## src/sp_pkg.sv

```systemverilog
// Shared constants and types of the serial port control block
package sp_pkg;
    // ---------------------------------------------------------------
    // Register offsets
    // ---------------------------------------------------------------
    localparam logic [7:0] ADR_RX_CTL = 8'h18;
    localparam logic [7:0] ADR_TX_DATA = 8'h19;
    localparam logic [7:0] ADR_RX_BUF = 8'h1a;
    localparam logic [7:0] ADR_STATUS = 8'h1b;
    localparam logic [7:0] ADR_TX_CTL = 8'h98;
    localparam logic [7:0] ADR_DIV_LO = 8'h99;
    localparam logic [7:0] ADR_DIV_HI = 8'h9a;
    localparam logic [7:0] ADR_BAUD = 8'h9b;
    // ---------------------------------------------------------------
    // Field positions
    // ---------------------------------------------------------------
    localparam int B_CLK_MASTER = 7;
    localparam int B_NINE_SEND = 6;
    localparam int B_TX_EN = 5;
    localparam int B_SYNC = 4;
    localparam int B_BREAK = 3;
    localparam int B_HIGH_RATE = 2;
    localparam int B_SH_EMPTY = 1;
    localparam int B_NINTH_SEND = 0;
    localparam int B_PORT_EN = 7;
    localparam int B_NINE_RCV = 6;
    localparam int B_SRE = 5;
    localparam int B_CRE = 4;
    localparam int B_ADDR_DET = 3;
    localparam int B_AB_OVF = 7;
    localparam int B_RX_IDLE = 6;
    localparam int B_POL_INV = 4;
    localparam int B_WIDE = 3;
    localparam int B_WAKE = 1;
    localparam int B_AB_EN = 0;
    localparam int P_NINTH = 9;
    // ---------------------------------------------------------------
    // Masks and reset values
    // ---------------------------------------------------------------
    localparam logic [7:0] M_BREAK = 8'h08;
    localparam logic [7:0] M_SH_EMPTY = 8'h02;
    localparam logic [7:0] M_SRE = 8'h20;
    localparam logic [7:0] M_WAKE = 8'h02;
    localparam logic [7:0] M_AB_EN = 8'h01;
    localparam logic [7:0] RXC_WR_MASK = 8'hf8;
    localparam logic [7:0] BAUD_WR_MASK = 8'h1b;
    localparam logic [7:0] BAUD_RSVD = 8'h24;
    localparam logic [7:0] REG_RST = 8'h00;
    // ---------------------------------------------------------------
    // Timing and frame lengths
    // ---------------------------------------------------------------
    localparam logic [6:0] TICKS_SLOW = 7'h40;
    localparam logic [6:0] TICKS_MID = 7'h10;
    localparam logic [6:0] TICKS_FAST = 7'h04;
    localparam logic [6:0] TICKS_SYNC = 7'h04;
    localparam logic [3:0] LEN_D8 = 4'h8;
    localparam logic [3:0] LEN_D9 = 4'h9;
    localparam logic [3:0] LEN_A8 = 4'ha;
    localparam logic [3:0] LEN_A9 = 4'hb;
    localparam logic [3:0] LEN_BREAK = 4'he;
    localparam logic [3:0] LEN_ONE = 4'h1;
    localparam logic [2:0] AB_RISES = 3'h4;

    typedef enum logic [0:0] {TX_IDLE = 1'b0, TX_RUN = 1'b1} sp_tx_e;
    typedef enum logic [1:0] {
        RX_IDLE = 2'b00, RX_START = 2'b01, RX_DATA = 2'b10, RX_STOP = 2'b11
    } sp_rx_e;
    typedef enum logic [1:0] {
        AB_IDLE = 2'b00, AB_FALL = 2'b01, AB_RISE = 2'b10, AB_MEAS = 2'b11
    } sp_ab_e;

    typedef struct packed {
        logic tck_o;
        logic tck_oe_n;
        logic rdt_o;
        logic rdt_oe_n;
    } sp_pins_s;
endpackage : sp_pkg

```

## src/sp_serial_port.sv

```systemverilog
// Serial port control: registers, baud generator, transmitter, receiver
`timescale 1ns/1ps
`default_nettype none
// ---------------------------------------------------------------
// ---------------------------------------------------------------
module sp_serial_port (
    // Clock and reset
    input wire logic core_clk_in,
    input wire logic resetn_in,
    // Register port
    input wire logic [7:0] reg_addr_in,
    input wire logic [7:0] reg_wdata_in,
    input wire logic reg_wr_in,
    input wire logic reg_rd_in,
    output logic [7:0] reg_rdata_out,
    // Line pins
    input wire logic transmit_clock_pin_in,
    input wire logic receive_data_pin_in,
    output sp_pkg::sp_pins_s pins_out,
    // Events
    output logic receive_flag_out,
    output logic wake_out
);
    import sp_pkg::*;

    function automatic logic maj3(input logic [2:0] h);
        maj3 = (h[0] & h[1]) | (h[0] & h[2]) | (h[1] & h[2]);
    endfunction : maj3

    function automatic logic [6:0] bit_ticks(input logic s, h, w);
        if (s) bit_ticks = TICKS_SYNC;
        else if (h & w) bit_ticks = TICKS_FAST;
        else if (h | w) bit_ticks = TICKS_MID;
        else bit_ticks = TICKS_SLOW;
    endfunction : bit_ticks

    function automatic logic [13:0] tx_frame(input logic s, b, n, n9,
                                             input logic [7:0] d);
        if (s) tx_frame = n ? {5'h00, n9, d} : {6'h00, d};
        else if (b) tx_frame = {1'b1, 13'h0000};
        else if (n) tx_frame = {4'hf, n9, d, 1'b0};
        else tx_frame = {4'hf, 1'b1, d, 1'b0};
    endfunction : tx_frame

    function automatic logic [3:0] tx_len(input logic s, b, n);
        if (s) tx_len = n ? LEN_D9 : LEN_D8;
        else if (b) tx_len = LEN_BREAK;
        else tx_len = n ? LEN_A9 : LEN_A8;
    endfunction : tx_len

    // ---------------------------------------------------------------
    // Registers and decode
    // ---------------------------------------------------------------
    logic [7:0] txc_q, rxc_q, bdc_q, dlo_q, dhi_q, txd_q, buf_q, rdata_q;
    logic [7:0] txc_d, rxc_d, bdc_d, dlo_d, dhi_d;
    logic txf_q, buff_q, framing_error_q, ovr_q, n9r_q, abovf_q, wfl_q, warm_q;
    logic rx_s1_q, rx_s2_q, rx_s3_q, ck_s1_q, ck_s2_q, ck_s3_q;
    logic [7:0] rd_val;
    sp_pins_s pins_q, pins_d;

    wire logic wr_txc = reg_wr_in & (reg_addr_in == ADR_TX_CTL);
    wire logic wr_rxc = reg_wr_in & (reg_addr_in == ADR_RX_CTL);
    wire logic wr_bdc = reg_wr_in & (reg_addr_in == ADR_BAUD);
    wire logic wr_dlo = reg_wr_in & (reg_addr_in == ADR_DIV_LO);
    wire logic wr_dhi = reg_wr_in & (reg_addr_in == ADR_DIV_HI);
    wire logic wr_txd = reg_wr_in & (reg_addr_in == ADR_TX_DATA);
    wire logic rd_buf = reg_rd_in & (reg_addr_in == ADR_RX_BUF);

    wire logic pen = rxc_q[B_PORT_EN];
    wire logic syn = txc_q[B_SYNC];
    wire logic mst = txc_q[B_CLK_MASTER];
    wire logic pol = bdc_q[B_POL_INV];
    wire logic wide = bdc_q[B_WIDE];
    wire logic cre = rxc_q[B_CRE];
    wire logic nine_r = rxc_q[B_NINE_RCV];
    wire logic sre = rxc_q[B_SRE] & syn & mst;
    wire logic rx_req = syn & (cre | sre);

    // ---------------------------------------------------------------
    // Baud generator
    // ---------------------------------------------------------------
    logic [15:0] bg_q;
    wire logic [15:0] div = wide ? {dhi_q, dlo_q} : {8'h00, dlo_q};
    wire logic tick = pen & (bg_q == 16'h0000);
    wire logic [6:0] bt = bit_ticks(syn, txc_q[B_HIGH_RATE], wide);
    wire logic [6:0] half = bt >> 1;
    wire logic [6:0] last = bt - 7'h01;

    always_ff @(posedge core_clk_in or negedge resetn_in) begin
        if (!resetn_in) bg_q <= 16'h0000;
        else if (!pen || wr_dlo || wr_dhi) bg_q <= 16'h0000;
        else if (tick) bg_q <= div;
        else bg_q <= bg_q - 16'h0001;
    end

    // ---------------------------------------------------------------
    // Pin synchronisers and sampling
    // ---------------------------------------------------------------
    logic [2:0] hist_q;
    always_ff @(posedge core_clk_in or negedge resetn_in) begin
        if (!resetn_in) begin
            {rx_s1_q, rx_s2_q, rx_s3_q} <= 3'h7;
            {ck_s1_q, ck_s2_q, ck_s3_q} <= 3'h7;
            hist_q <= 3'h7;
        end else begin
            {rx_s3_q, rx_s2_q, rx_s1_q} <= {rx_s2_q, rx_s1_q, receive_data_pin_in};
            {ck_s3_q, ck_s2_q, ck_s1_q} <= {ck_s2_q, ck_s1_q, transmit_clock_pin_in};
            if (tick) hist_q <= {hist_q[1:0], rx_s2_q};
        end
    end

    wire logic maj = maj3(hist_q);
    wire logic rx_fall = rx_s3_q & ~rx_s2_q;
    wire logic rx_rise = ~rx_s3_q & rx_s2_q;
    wire logic ck_up = ~ck_s3_q & ck_s2_q;
    wire logic ck_dn = ck_s3_q & ~ck_s2_q;
    wire logic ck_act = pol ? ck_up : ck_dn;
    wire logic ck_inact = pol ? ck_dn : ck_up;

    // ---------------------------------------------------------------
    // Transmitter
    // ---------------------------------------------------------------
    sp_tx_e tx_st_q;
    logic [13:0] tsh_q;
    logic [3:0] tleft_q;
    logic [6:0] tcnt_q;
    logic tbrk_q;
    wire logic tx_go = pen & txc_q[B_TX_EN] & ~rx_req;
    wire logic tx_idle = (tx_st_q == TX_IDLE);
    wire logic tx_load = tx_go & txf_q & tx_idle;
    wire logic brk_now = ~syn & txc_q[B_BREAK];
    wire logic tx_slv = syn & ~mst;
    wire logic tx_end = tx_slv ? ck_inact : (tick & (tcnt_q == last));
    wire logic tx_done = ~tx_idle & tx_end & (tleft_q == LEN_ONE);
    wire logic tx_line = tx_idle ? 1'b1 : tsh_q[0];

    always_ff @(posedge core_clk_in or negedge resetn_in) begin
        if (!resetn_in) begin
            tx_st_q <= TX_IDLE;
            tsh_q <= 14'h3fff;
            tleft_q <= 4'h0;
            tcnt_q <= 7'h00;
            tbrk_q <= 1'b0;
        end else if (!tx_go) begin
            tx_st_q <= TX_IDLE;
            tcnt_q <= 7'h00;
        end else if (tx_load) begin
            tx_st_q <= TX_RUN;
            tsh_q <= tx_frame(syn, brk_now, txc_q[B_NINE_SEND],
                              txc_q[B_NINTH_SEND], txd_q);
            tleft_q <= tx_len(syn, brk_now, txc_q[B_NINE_SEND]);
            tcnt_q <= 7'h00;
            tbrk_q <= brk_now;
        end else if (!tx_idle) begin
            if (tick & ~tx_slv)
                tcnt_q <= (tcnt_q == last) ? 7'h00 : tcnt_q + 7'h01;
            if (tx_end) begin
                tsh_q <= {1'b1, tsh_q[13:1]};
                tleft_q <= tleft_q - 4'h1;
                if (tleft_q == LEN_ONE) tx_st_q <= TX_IDLE;
            end
        end
    end

    // ---------------------------------------------------------------
    // Receiver
    // ---------------------------------------------------------------
    sp_rx_e rx_st_q;
    logic [8:0] rsh_q;
    logic [3:0] rleft_q;
    logic [6:0] rcnt_q;
    wire logic abe = bdc_q[B_AB_EN] & ~syn & pen;
    wire logic rx_slv = syn & ~mst;
    wire logic rx_on = pen & ~ovr_q & (syn ? rx_req : (cre & ~abe));
    wire logic rx_smp = rx_slv ? ck_act : (tick & (rcnt_q == half));
    wire logic rx_end = rx_slv ? ck_act : (tick & (rcnt_q == last));
    wire logic rx_bit = syn ? rx_s2_q : maj;
    wire logic in_data = (rx_st_q == RX_DATA);
    wire logic dsmp = rx_smp & in_data;
    wire logic [3:0] rleft_nx = dsmp ? rleft_q - 4'h1 : rleft_q;
    wire logic [8:0] rsh_nx = dsmp ? {rx_bit, rsh_q[8:1]} : rsh_q;
    wire logic [7:0] rch = nine_r ? rsh_nx[7:0] : rsh_nx[8:1];
    wire logic rch9 = nine_r & rsh_nx[8];
    wire logic [3:0] rlen = nine_r ? LEN_D9 : LEN_D8;
    wire logic bits_out = in_data & rx_end & (rleft_nx == 4'h0);
    wire logic rx_done = syn ? bits_out : (rx_st_q == RX_STOP) & rx_smp;
    wire logic rx_keep = ~(~syn & nine_r & rxc_q[B_ADDR_DET] & ~rch9);
    wire logic rx_acc = rx_done & rx_keep;
    wire logic rx_load = rx_acc & (~buff_q | rd_buf);
    wire logic ovr_set = rx_acc & buff_q & ~rd_buf;
    wire logic rx_idle = (rx_st_q == RX_IDLE);

    always_ff @(posedge core_clk_in or negedge resetn_in) begin
        if (!resetn_in) begin
            rx_st_q <= RX_IDLE;
            rsh_q <= 9'h000;
            rleft_q <= 4'h0;
            rcnt_q <= 7'h00;
        end else if (!rx_on) begin
            rx_st_q <= RX_IDLE;
            rcnt_q <= 7'h00;
        end else begin
            if (rx_idle) rcnt_q <= 7'h00;
            else if (tick) rcnt_q <= (rcnt_q == last) ? 7'h00 : rcnt_q + 7'h01;
            rsh_q <= rsh_nx;
            rleft_q <= rleft_nx;
            case (rx_st_q)
                RX_IDLE: begin
                    rleft_q <= rlen;
                    if (syn) rx_st_q <= RX_DATA;
                    else if (rx_fall) rx_st_q <= RX_START;
                end
                RX_START: begin
                    if (rx_smp & rx_bit) rx_st_q <= RX_IDLE;
                    else if (rx_end) rx_st_q <= RX_DATA;
                end
                RX_DATA: begin
                    if (bits_out) rx_st_q <= syn ? RX_IDLE : RX_STOP;
                end
                RX_STOP: begin
                    if (rx_smp) rx_st_q <= RX_IDLE;
                end
                default: rx_st_q <= RX_IDLE;
            endcase
        end
    end

    // ---------------------------------------------------------------
    // Auto-baud measurement over four bit pairs
    // ---------------------------------------------------------------
    sp_ab_e ab_st_q;
    logic [9:0] pre_q;
    logic [15:0] abc_q;
    logic [2:0] edg_q;
    wire logic [9:0] pre_last = {bt, 3'h0} - 10'h001;
    wire logic pre_wrap = (ab_st_q == AB_MEAS) & (pre_q == pre_last);
    wire logic ab_ovf = pre_wrap & (abc_q == 16'hffff);
    wire logic ab_done = (ab_st_q == AB_MEAS) & rx_rise & (edg_q == AB_RISES - 3'h1);
    wire logic [15:0] ab_res = abc_q - 16'h0001;

    always_ff @(posedge core_clk_in or negedge resetn_in) begin
        if (!resetn_in) begin
            ab_st_q <= AB_IDLE;
            pre_q <= 10'h000;
            abc_q <= 16'h0000;
            edg_q <= 3'h0;
        end else if (!abe || ab_ovf || ab_done) begin
            ab_st_q <= abe ? AB_IDLE : AB_FALL;
        end else begin
            case (ab_st_q)
                AB_IDLE: ab_st_q <= AB_IDLE;
                AB_FALL: if (rx_fall) ab_st_q <= AB_RISE;
                AB_RISE: begin
                    pre_q <= 10'h000;
                    abc_q <= 16'h0000;
                    edg_q <= 3'h0;
                    if (rx_rise) ab_st_q <= AB_MEAS;
                end
                AB_MEAS: begin
                    pre_q <= pre_wrap ? 10'h000 : pre_q + 10'h001;
                    if (pre_wrap) abc_q <= abc_q + 16'h0001;
                    if (rx_rise) edg_q <= edg_q + 3'h1;
                end
                default: ab_st_q <= AB_IDLE;
            endcase
        end
    end

    // ---------------------------------------------------------------
    // Control and status next values
    // ---------------------------------------------------------------
    wire logic sre_clr = rx_done & syn & mst & ~cre;
    wire logic wake_en = pen & bdc_q[B_WAKE];
    wire logic wake_evt = wake_en & ~warm_q & rx_fall;
    wire logic wake_clr = warm_q & rx_rise;
    wire logic brk_clr = tx_done & tbrk_q;
    wire logic ab_start = wr_bdc & reg_wdata_in[B_AB_EN];

    assign txc_d = wr_txc ? reg_wdata_in : txc_q & ~(brk_clr ? M_BREAK : REG_RST);
    assign rxc_d = wr_rxc ? reg_wdata_in & RXC_WR_MASK :
                   rxc_q & ~(sre_clr ? M_SRE : REG_RST);
    assign bdc_d = wr_bdc ? reg_wdata_in & BAUD_WR_MASK :
                   bdc_q & ~(wake_clr ? M_WAKE : REG_RST) &
                   ~((ab_done | ab_ovf) ? M_AB_EN : REG_RST);
    assign dlo_d = wr_dlo ? reg_wdata_in : ab_done ? ab_res[7:0] : dlo_q;
    assign dhi_d = wr_dhi ? reg_wdata_in : ab_done ? ab_res[15:8] : dhi_q;

    always_ff @(posedge core_clk_in or negedge resetn_in) begin
        if (!resetn_in) begin
            {txc_q, rxc_q, bdc_q} <= {REG_RST, REG_RST, REG_RST};
            {dlo_q, dhi_q, txd_q, buf_q} <= {REG_RST, REG_RST, REG_RST, REG_RST};
            {txf_q, buff_q, framing_error_q, ovr_q} <= 4'h0;
            {n9r_q, abovf_q, wfl_q, warm_q} <= 4'h0;
            // Pins released and idle high while in reset
            {pins_q, rdata_q} <= {4'hf, REG_RST};
        end else begin
            {txc_q, rxc_q, bdc_q, dlo_q, dhi_q} <= {txc_d, rxc_d, bdc_d, dlo_d, dhi_d};
            if (wr_txd) txd_q <= reg_wdata_in;
            txf_q <= pen & (wr_txd | (txf_q & ~tx_load));
            buff_q <= pen & (rx_load | (buff_q & ~rd_buf));
            ovr_q <= pen & (ovr_set | (ovr_q & cre));
            if (rx_load) begin
                buf_q <= rch;
                n9r_q <= rch9;
                framing_error_q <= ~syn & ~rx_bit;
            end
            abovf_q <= ab_ovf | (abovf_q & ~ab_start);
            wfl_q <= pen & (wake_evt | (wfl_q & ~rd_buf));
            warm_q <= wake_en & (wake_evt | (warm_q & ~rx_rise));
            pins_q <= pins_d;
            rdata_q <= reg_rd_in ? rd_val : REG_RST;
        end
    end

    // ---------------------------------------------------------------
    // Pins and read data
    // ---------------------------------------------------------------
    wire logic tx_hi = ~tx_idle & (tcnt_q >= half);
    wire logic rx_hi = in_data & (rcnt_q >= half);
    wire logic mclk = (tx_hi | rx_hi) ^ ~pol;
    assign pins_d.tck_o = syn ? mclk : (tx_line ^ pol);
    assign pins_d.tck_oe_n = ~(pen & (~syn | mst));
    assign pins_d.rdt_o = tx_line;
    assign pins_d.rdt_oe_n = ~(pen & syn & tx_go);

    wire logic [7:0] rd_txc = (txc_q & ~M_SH_EMPTY) |
                              (tx_idle ? M_SH_EMPTY : REG_RST);
    wire logic [7:0] rd_rxc = (rxc_q & RXC_WR_MASK) | {5'h00, framing_error_q, ovr_q, n9r_q};
    wire logic [7:0] rd_bdc = (bdc_q & BAUD_WR_MASK) | {abovf_q, rx_idle, 6'h00};
    wire logic [7:0] rd_sts = {6'h00, ~txf_q, receive_flag_out};
    assign rd_val =
        (reg_addr_in == ADR_TX_CTL) ? rd_txc :
        (reg_addr_in == ADR_RX_CTL) ? rd_rxc :
        (reg_addr_in == ADR_BAUD) ? rd_bdc :
        (reg_addr_in == ADR_DIV_LO) ? dlo_q :
        (reg_addr_in == ADR_DIV_HI) ? dhi_q :
        (reg_addr_in == ADR_RX_BUF) ? buf_q :
        (reg_addr_in == ADR_STATUS) ? rd_sts : REG_RST;

    assign reg_rdata_out = rdata_q;
    assign pins_out = pins_q;
    assign receive_flag_out = buff_q | wfl_q;
    assign wake_out = wake_evt;
endmodule : sp_serial_port
`default_nettype wire

```

## config.mk

```make
export PLATFORM = sky130hd
export DESIGN_NAME = sp_serial_port
export DESIGN_NICKNAME = d
export VERILOG_FILES = /design/src/sp_pkg.sv /design/src/sp_serial_port.sv
export SDC_FILE = /design/constraint.sdc
export NUM_CORES = 1
export LEC_CHECK = 0
export BUFFER_PORTS_ARGS = -buffer_cell sky130_fd_sc_hd__buf_2
export CAP_MARGIN = 20
export CORE_MARGIN = 8
export CORE_UTILIZATION = 55
export CTS_CLUSTER_SIZE = 40
export DETAILED_ROUTE_END_ITERATION = 8
export MAX_ROUTING_LAYER = met4
export PLACE_DENSITY = 0.8
export SLEW_MARGIN = 15
export SYNTH_ARGS = -nofsm -noshare
export SYNTH_HDL_FRONTEND = slang
export SYNTH_SLANG_ARGS = --single-unit
export TNS_END_PERCENT = 50
```

## constraint.sdc

```tcl
create_clock -name core_clk_in -period 7.8 [get_ports core_clk_in]
set_clock_uncertainty 0.2 [all_clocks]
set_input_delay 1.17 -clock core_clk_in [delete_from_list [all_inputs] [get_ports core_clk_in]]
set_output_delay 1.17 -clock core_clk_in [all_outputs]
set_load 0.02 [all_outputs]
```

======== Yosys cells after proc, flatten, opt, wreduce, memory -nomap -nowiden ========
Index checks and enable logic that the tools add are counted.
storage, ports and cells
  memories kept ........................... 0
  logic and storage cells ................. 332
  bits in latches ......................... 0
  output and inout bits ................... 14
  flip-flop bits (word level) ............. 181
  memory bits (writable) .................. 0
  ROM bits ................................ 0
operators by class
  div/mod/pow operators ................... 0
  multipliers ............................. 0
  bitwise gates (word level) .............. 133
  shift-type cells ........................ 0
  reduce and logical (&&, ||, !) cells .... 24
  order comparisons ....................... 2
  add/sub/neg operators ................... 11
  equality and inequality tests ........... 32
  mux-type cells .......................... 89
operator list
  cell                                                 count
  two-way mux 8 bit                                    15
  two-way mux 7 bit                                    12
  AND 1 bit                                            79
  two-way mux 16 bit                                   4
  two-way mux 14 bit                                   4
  AND 8 bit                                            4
  == test 8 x 5 -> 1 bit (second input constant)       4
  == test 8 bit (second input constant)                4
  case mux 16 bit (2 select lines)                     1
  subtractor 16 x 1 -> 16 bit (second input constant)  2
  two-way mux 2 bit                                    14
  NOT 1 bit                                            26
  two-way mux 4 bit                                    6
  two-way mux 1 bit                                    20
  two-way mux 10 bit                                   2
  case mux 10 bit (2 select lines)                     1
  two-way mux 9 bit                                    2
  adder 16 x 1 -> 16 bit (second input constant)       1
  == test 16 bit (second input constant)               1
  logical NOT 16 bit                                   1
  bitwise OR 1 bit                                     15
  adder 7 x 1 -> 7 bit (second input constant)         2
  == test 7 bit                                        2
  greater-or-equal comparator 7 x 6 -> 1 bit           2
  other kinds (39)                                     67

======== Logic depth before layout (Yosys ltp) ========
  depth in word-level cells ............... 19
  mapped depth ............................ 14
  mapped depth without buffers ............ 12

======== Least setup slack after synthesis ========
No wires, ideal clock.
  path type ............................... reg-to-reg
  start point ............................. register bdc_q[3]
  end point ............................... register buf_q[0]
  required time ........................... 7.475 ns
  buffers on the path ..................... 2
  path slack .............................. 4.139 ns
  period minus slack after synthesis ...... 3.661 ns
  setup time .............................. 0.125 ns
  arrival ................................. 3.336 ns
  stages on the path, launching flop included .. 15
  cells stage by stage .................... dfrtp_1 clkbuf_1 inv_1 ha_1 nor2b_1 inv_1 ha_1 nand4bb_1 nor3_2 a31oi_4 mux2_4 a2111oi_4 o21bai_1 buf_6 mux2_4
between the ends
  word-level cells in the longest chain between the ends .. 15
RTL lines
  element                                                                             RTL line               text
  start: declaration                                                                  sp_serial_port.sv:54   logic [7:0] txc_q, rxc_q, bdc_q, dlo_q, dhi_q, txd_q, buf_q, rdata_q;
  start signal: assignment                                                            sp_serial_port.sv:290  {txc_q, rxc_q, bdc_q} <= {REG_RST, REG_RST, REG_RST};
  start signal: assignment                                                            sp_serial_port.sv:297  {txc_q, rxc_q, bdc_q, dlo_q, dhi_q} <= {txc_d, rxc_d, bdc_d, dlo_d, dhi_d};
  bitwise OR 1 bit                                                                    sp_serial_port.sv:33   else if (h | w) bit_ticks = TICKS_MID;
  two-way mux 7 bit                                                                   sp_serial_port.sv:33
  two-way mux 7 bit *                                                                 sp_serial_port.sv:32   else if (h & w) bit_ticks = TICKS_FAST;
  two-way mux 7 bit *                                                                 sp_serial_port.sv:31   if (s) bit_ticks = TICKS_SYNC;
  parallel branches: the longest is 11 deep, another holds subtractor 7 x 1 -> 7 bit  -
  end signal: assignment                                                              sp_serial_port.sv:291  {dlo_q, dhi_q, txd_q, buf_q} <= {REG_RST, REG_RST, REG_RST, REG_RST};
  end signal: assignment                                                              sp_serial_port.sv:303  buf_q <= rch;
  end: declaration                                                                    sp_serial_port.sv:54
Mark *: on every way between the ends.
A chain may end at the register's enable or synchronous reset.

======== Worst setup path in the final report ========
  start point ............................. register bdc_q[3]
  end point ............................... register buf_q[7]
The elaborated chain is that of the path after synthesis.

==> results by group <==
Run status
  • Status: completed

STA
  • Worst Tran Pin Value: 0.933 ns
  • # setup viols final: 0
  • Post-Route Setup TNS: 0 ns
  • Fin. Hold Viols: 0
  • Period Utilization, post-route: 58.8%
  • Tmin final: 4.59 ns
  • Max Slew Vio Count: 0
  • Worst rel slew slack: 37.8%
  • RSZ-0062 raised after global routing: false
  • Fmax: 0.218 GHz

Global route
  • Initial antenna violation count: 0
  • Vias in the first global route: 7523
  • First-pass GRT wire length: 38.7 mm
  • Largest net degree at the start of global routing: 108
  • GRT Overall Usage: 22.6%
  • Final global-route overflow total: 0

Logic synthesis
  • Ys Warns: 0
  • FFs w/ async S/R, synth: 100%
  • Syn Std Cell Area: 9630 sq um
  • Top cells by area, synth: dfrtp_1 (38%), dfstp_2 (7.4%), nand2_1 (4.6%)
  • Top_reg_cell synth: dfrtp_1
  • Post-synth EDFFs: 0
  • Top cell type's share of synthesized area: 37.9%
  • Synth Register Bits: 173
  • Distinct cells, synth: 76
  • Area leader, netlist: dfrtp_1
  • Sequential-to-total area share from yosys stat: 45.3%
  • Mean post-synth cell area: 9.58 sq um
  • Syn nets: 1052
  • Post-synthesis cell count: 1005

Setup path
  • Crit path required time: 7.92 ns
  • Crit-path max cell delay: 0.58 ns
  • Crit end category: register
  • Crit-path cells: inv_1 -> ha_1 -> nor2b_1 -> inv_1 -> ha_1 -> nand4bb_1 -> nor3_2 -> a32o_1 -> mux2i_1 -> a31oi_1 -> o21bai_1 -> buf_4 -> mux2_4
  • Crit Path Class: register to register
  • Arrival time of the worst setup path: 4.71 ns
  • CP max-delay cell: o21bai_1
  • CP Max Fanout: 12
  • Critical Path Source Type: register

CTS
  • Hold-fix buffers at CTS: 0
  • Clock Sinks: 173
  • Clk buf depth: 2
  • Total setup buffers inserted after CTS: 0
  • Num CTS Buffers: 17
  • Post_cts resized: 0
  • Clock Latency Late Sink: 0.44 ns
  • CTS tree: done
  • H-Tree Depth: 4
  • CTS root buf: clkbuf_16
  • Clock-pin slew on the worst setup and hold paths: 0.07 ns

Pwr
  • Pwr dens: 194 nW/um^2
  • Pleak: 4.80 nW
  • Worst IR Drop VDD: 0.183 mV

Die
  • Die span in y: 148 um
  • Die Span X: 148 um
  • Core Area: 17200 sq um
  • Die ar.: 22000 sq um
  • Starting density of the core: 55.9%
  • Ports: 36
  • Row count: 48

Routing
  • Routed Antenna Nets: 0
  • Vias: 7795
  • Router iterations before antenna repair: 6
  • Routed wire length: 23.4 mm
  • Drt initial violations: 756
  • DRC: 0
  • Vias per cell: 6.21
  • Routed len/inst: 18.6 um

Final layout
  • Synth-to-Final Area Change: 10.4%
  • Layout cell share with drive strength beyond 1: 14.8%
  • Utilization after layout: 61.7%
  • Layout Nets: 1065
  • Design Area, Final: 10600 sq um
  • N_diodes: 0

Placed design
  • Detailed placement HPWL: 16.4 mm
  • Placed inst area: 9940 sq um
  • GP Congestion: 0.937
  • Port Buf Inserts: 35

Flow run
  • Max_cap viols: 0

Hold path
  • Hold Crit Class: register to register
logic make-up (layout without fill, tap and decap cells):
family	after synthesis	after routing	synth area share, %
flops	173	173	45.3
fa+ha+maj	26	26	3.35
simple gates	387	387	19.9
mux	67	67	7.86
buf+inv	82	108	3.35
compound gates	213	213	14.8
xor+xnor	57	57	5.47
cells in the mapped netlist, types with 13 or more instances:
| cell type | instances |
|---|---|
| a211oi_1 | 16 |
| a21oi_1 | 42 |
| a31oi_1 | 13 |
| clkbuf_1 | 41 |
| dfrtp_1 | 146 |
| dfstp_2 | 27 |
| ha_1 | 25 |
| inv_1 | 33 |
| mux2_2 | 29 |
| mux2i_1 | 28 |
| nand2_1 | 117 |
| nand3_1 | 41 |
| nand4_1 | 15 |
| nor2_1 | 96 |
| nor3_1 | 19 |
| o21ai_0 | 61 |
| xnor2_1 | 34 |
| xor2_1 | 21 |
area by class of cell:
class,instances,area (sq um)
clock buffers,22,484
clock inverters,10,184
fillers,1384,6610
inverters,34,128
multi-input cells,750,4950
flip-flops and latches,173,4360
well taps,225,282
repair buffers,42,234
per-stage QoR:
step	power [W]	hold WS [ns]	worst slack [ns]	cells
final	0.00207	0.156	3.21	1256
after global routing	0.00213	0.158	2.93	1256
after detailed placement	0.00112	0.148	3.18	1223
after global placement	0.00112	0.149	3.37	1223
after floorplan	0.00106	0.145	4.14	1005
after CTS	0.00207	0.157	3.16	1255
sequential cells by signal (all words and copies together) (netlist names), 2 cells and up:
name	flops
ab_st_q	2
abc_q	16
bdc_q	4
bg_q	16
buf_q	8
dhi_q	8
dlo_q	8
edg_q	3
hist_q	3
pins_out	4
pre_q	10
rcnt_q	7
reg_rdata_out	8
rleft_q	4
rsh_q	9
rx_st_q	2
rxc_q	5
tcnt_q	7
tleft_q	4
tsh_q	14
txc_q	7
txd_q	8
layout by cell type, fill, tap and decap left out, drive strengths merged, types with 4 or more instances in the layout:
cell | netlist | routed
xnor2 | 34 | 34
dfstp | 27 | 27
nand2b | 10 | 10
xor2 | 21 | 21
buf | 7 | 42
inv | 33 | 33
nor2b | 12 | 12
nor3 | 20 | 20
a211oi | 16 | 16
nand4 | 15 | 15
and4 | 4 | 4
clkinv | 1 | 4
dfrtp | 146 | 146
nand3 | 41 | 41
a22o | 8 | 8
nand3b | 6 | 6
a21oi | 43 | 43
mux2 | 39 | 39
nor2 | 96 | 96
or3 | 10 | 10
nor4 | 12 | 12
a222oi | 9 | 9
a31oi | 14 | 14
and2 | 6 | 6
bufinv | 0 | 5
or4 | 5 | 5
a21o | 5 | 5
or2 | 4 | 4
o21ai | 63 | 63
o31ai | 5 | 5
ha | 25 | 25
mux2i | 28 | 28
and3 | 12 | 12
nand2 | 117 | 117
o21a | 6 | 6
a22oi | 10 | 10
nor3b | 7 | 7
clkbuf | 41 | 22
worst paths after layout:
path                       cells after the start  slack [ns]         end       from
hold reg to reg                                0        0.16     rx_s2_q    rx_s1_q
min in group asynchronous                      1        0.66  tleft_q[3]  resetn_in
hold / removal                                 0        0.16     rx_s2_q    rx_s1_q
max in group asynchronous                      2        5.37    pre_q[1]  resetn_in
setup / recovery                              13        3.21    buf_q[7]   bdc_q[3]
setup reg to reg                              13        3.21    buf_q[7]   bdc_q[3]
power breakdown:
| group | switching, W | leakage (nW) | total (W) | internal, W |
|---|---|---|---|---|
| Combinational | 0.0000947 | 2.23 | 0.000157 | 0.0000624 |
| Clock | 0.000354 | 0.322 | 0.000956 | 0.000602 |
| Sequential | 0.0000277 | 2.25 | 0.000953 | 0.000925 |
worst max-delay path, delay by kind of cell (launching register included):
kind,cells,cell delay [ns]
AOI/OAI and AO/OA,3,1.11
and+or+nand+nor,3,0.94
muxes,2,0.69
DFF,1,0.53
buffers and inverters,3,0.52
adders and majority gates,2,0.45
per-layer routing:
layer	track usage (%)	up-vias	wire length, um
met1	28.4	3779	9850
met3	4.95	43	1860
li1	-	3616	-
met2	36.2	357	11100
met4	6.53	0	518
met5	-	-	0
No activity file was read; power rests on OpenSTA's default activity.
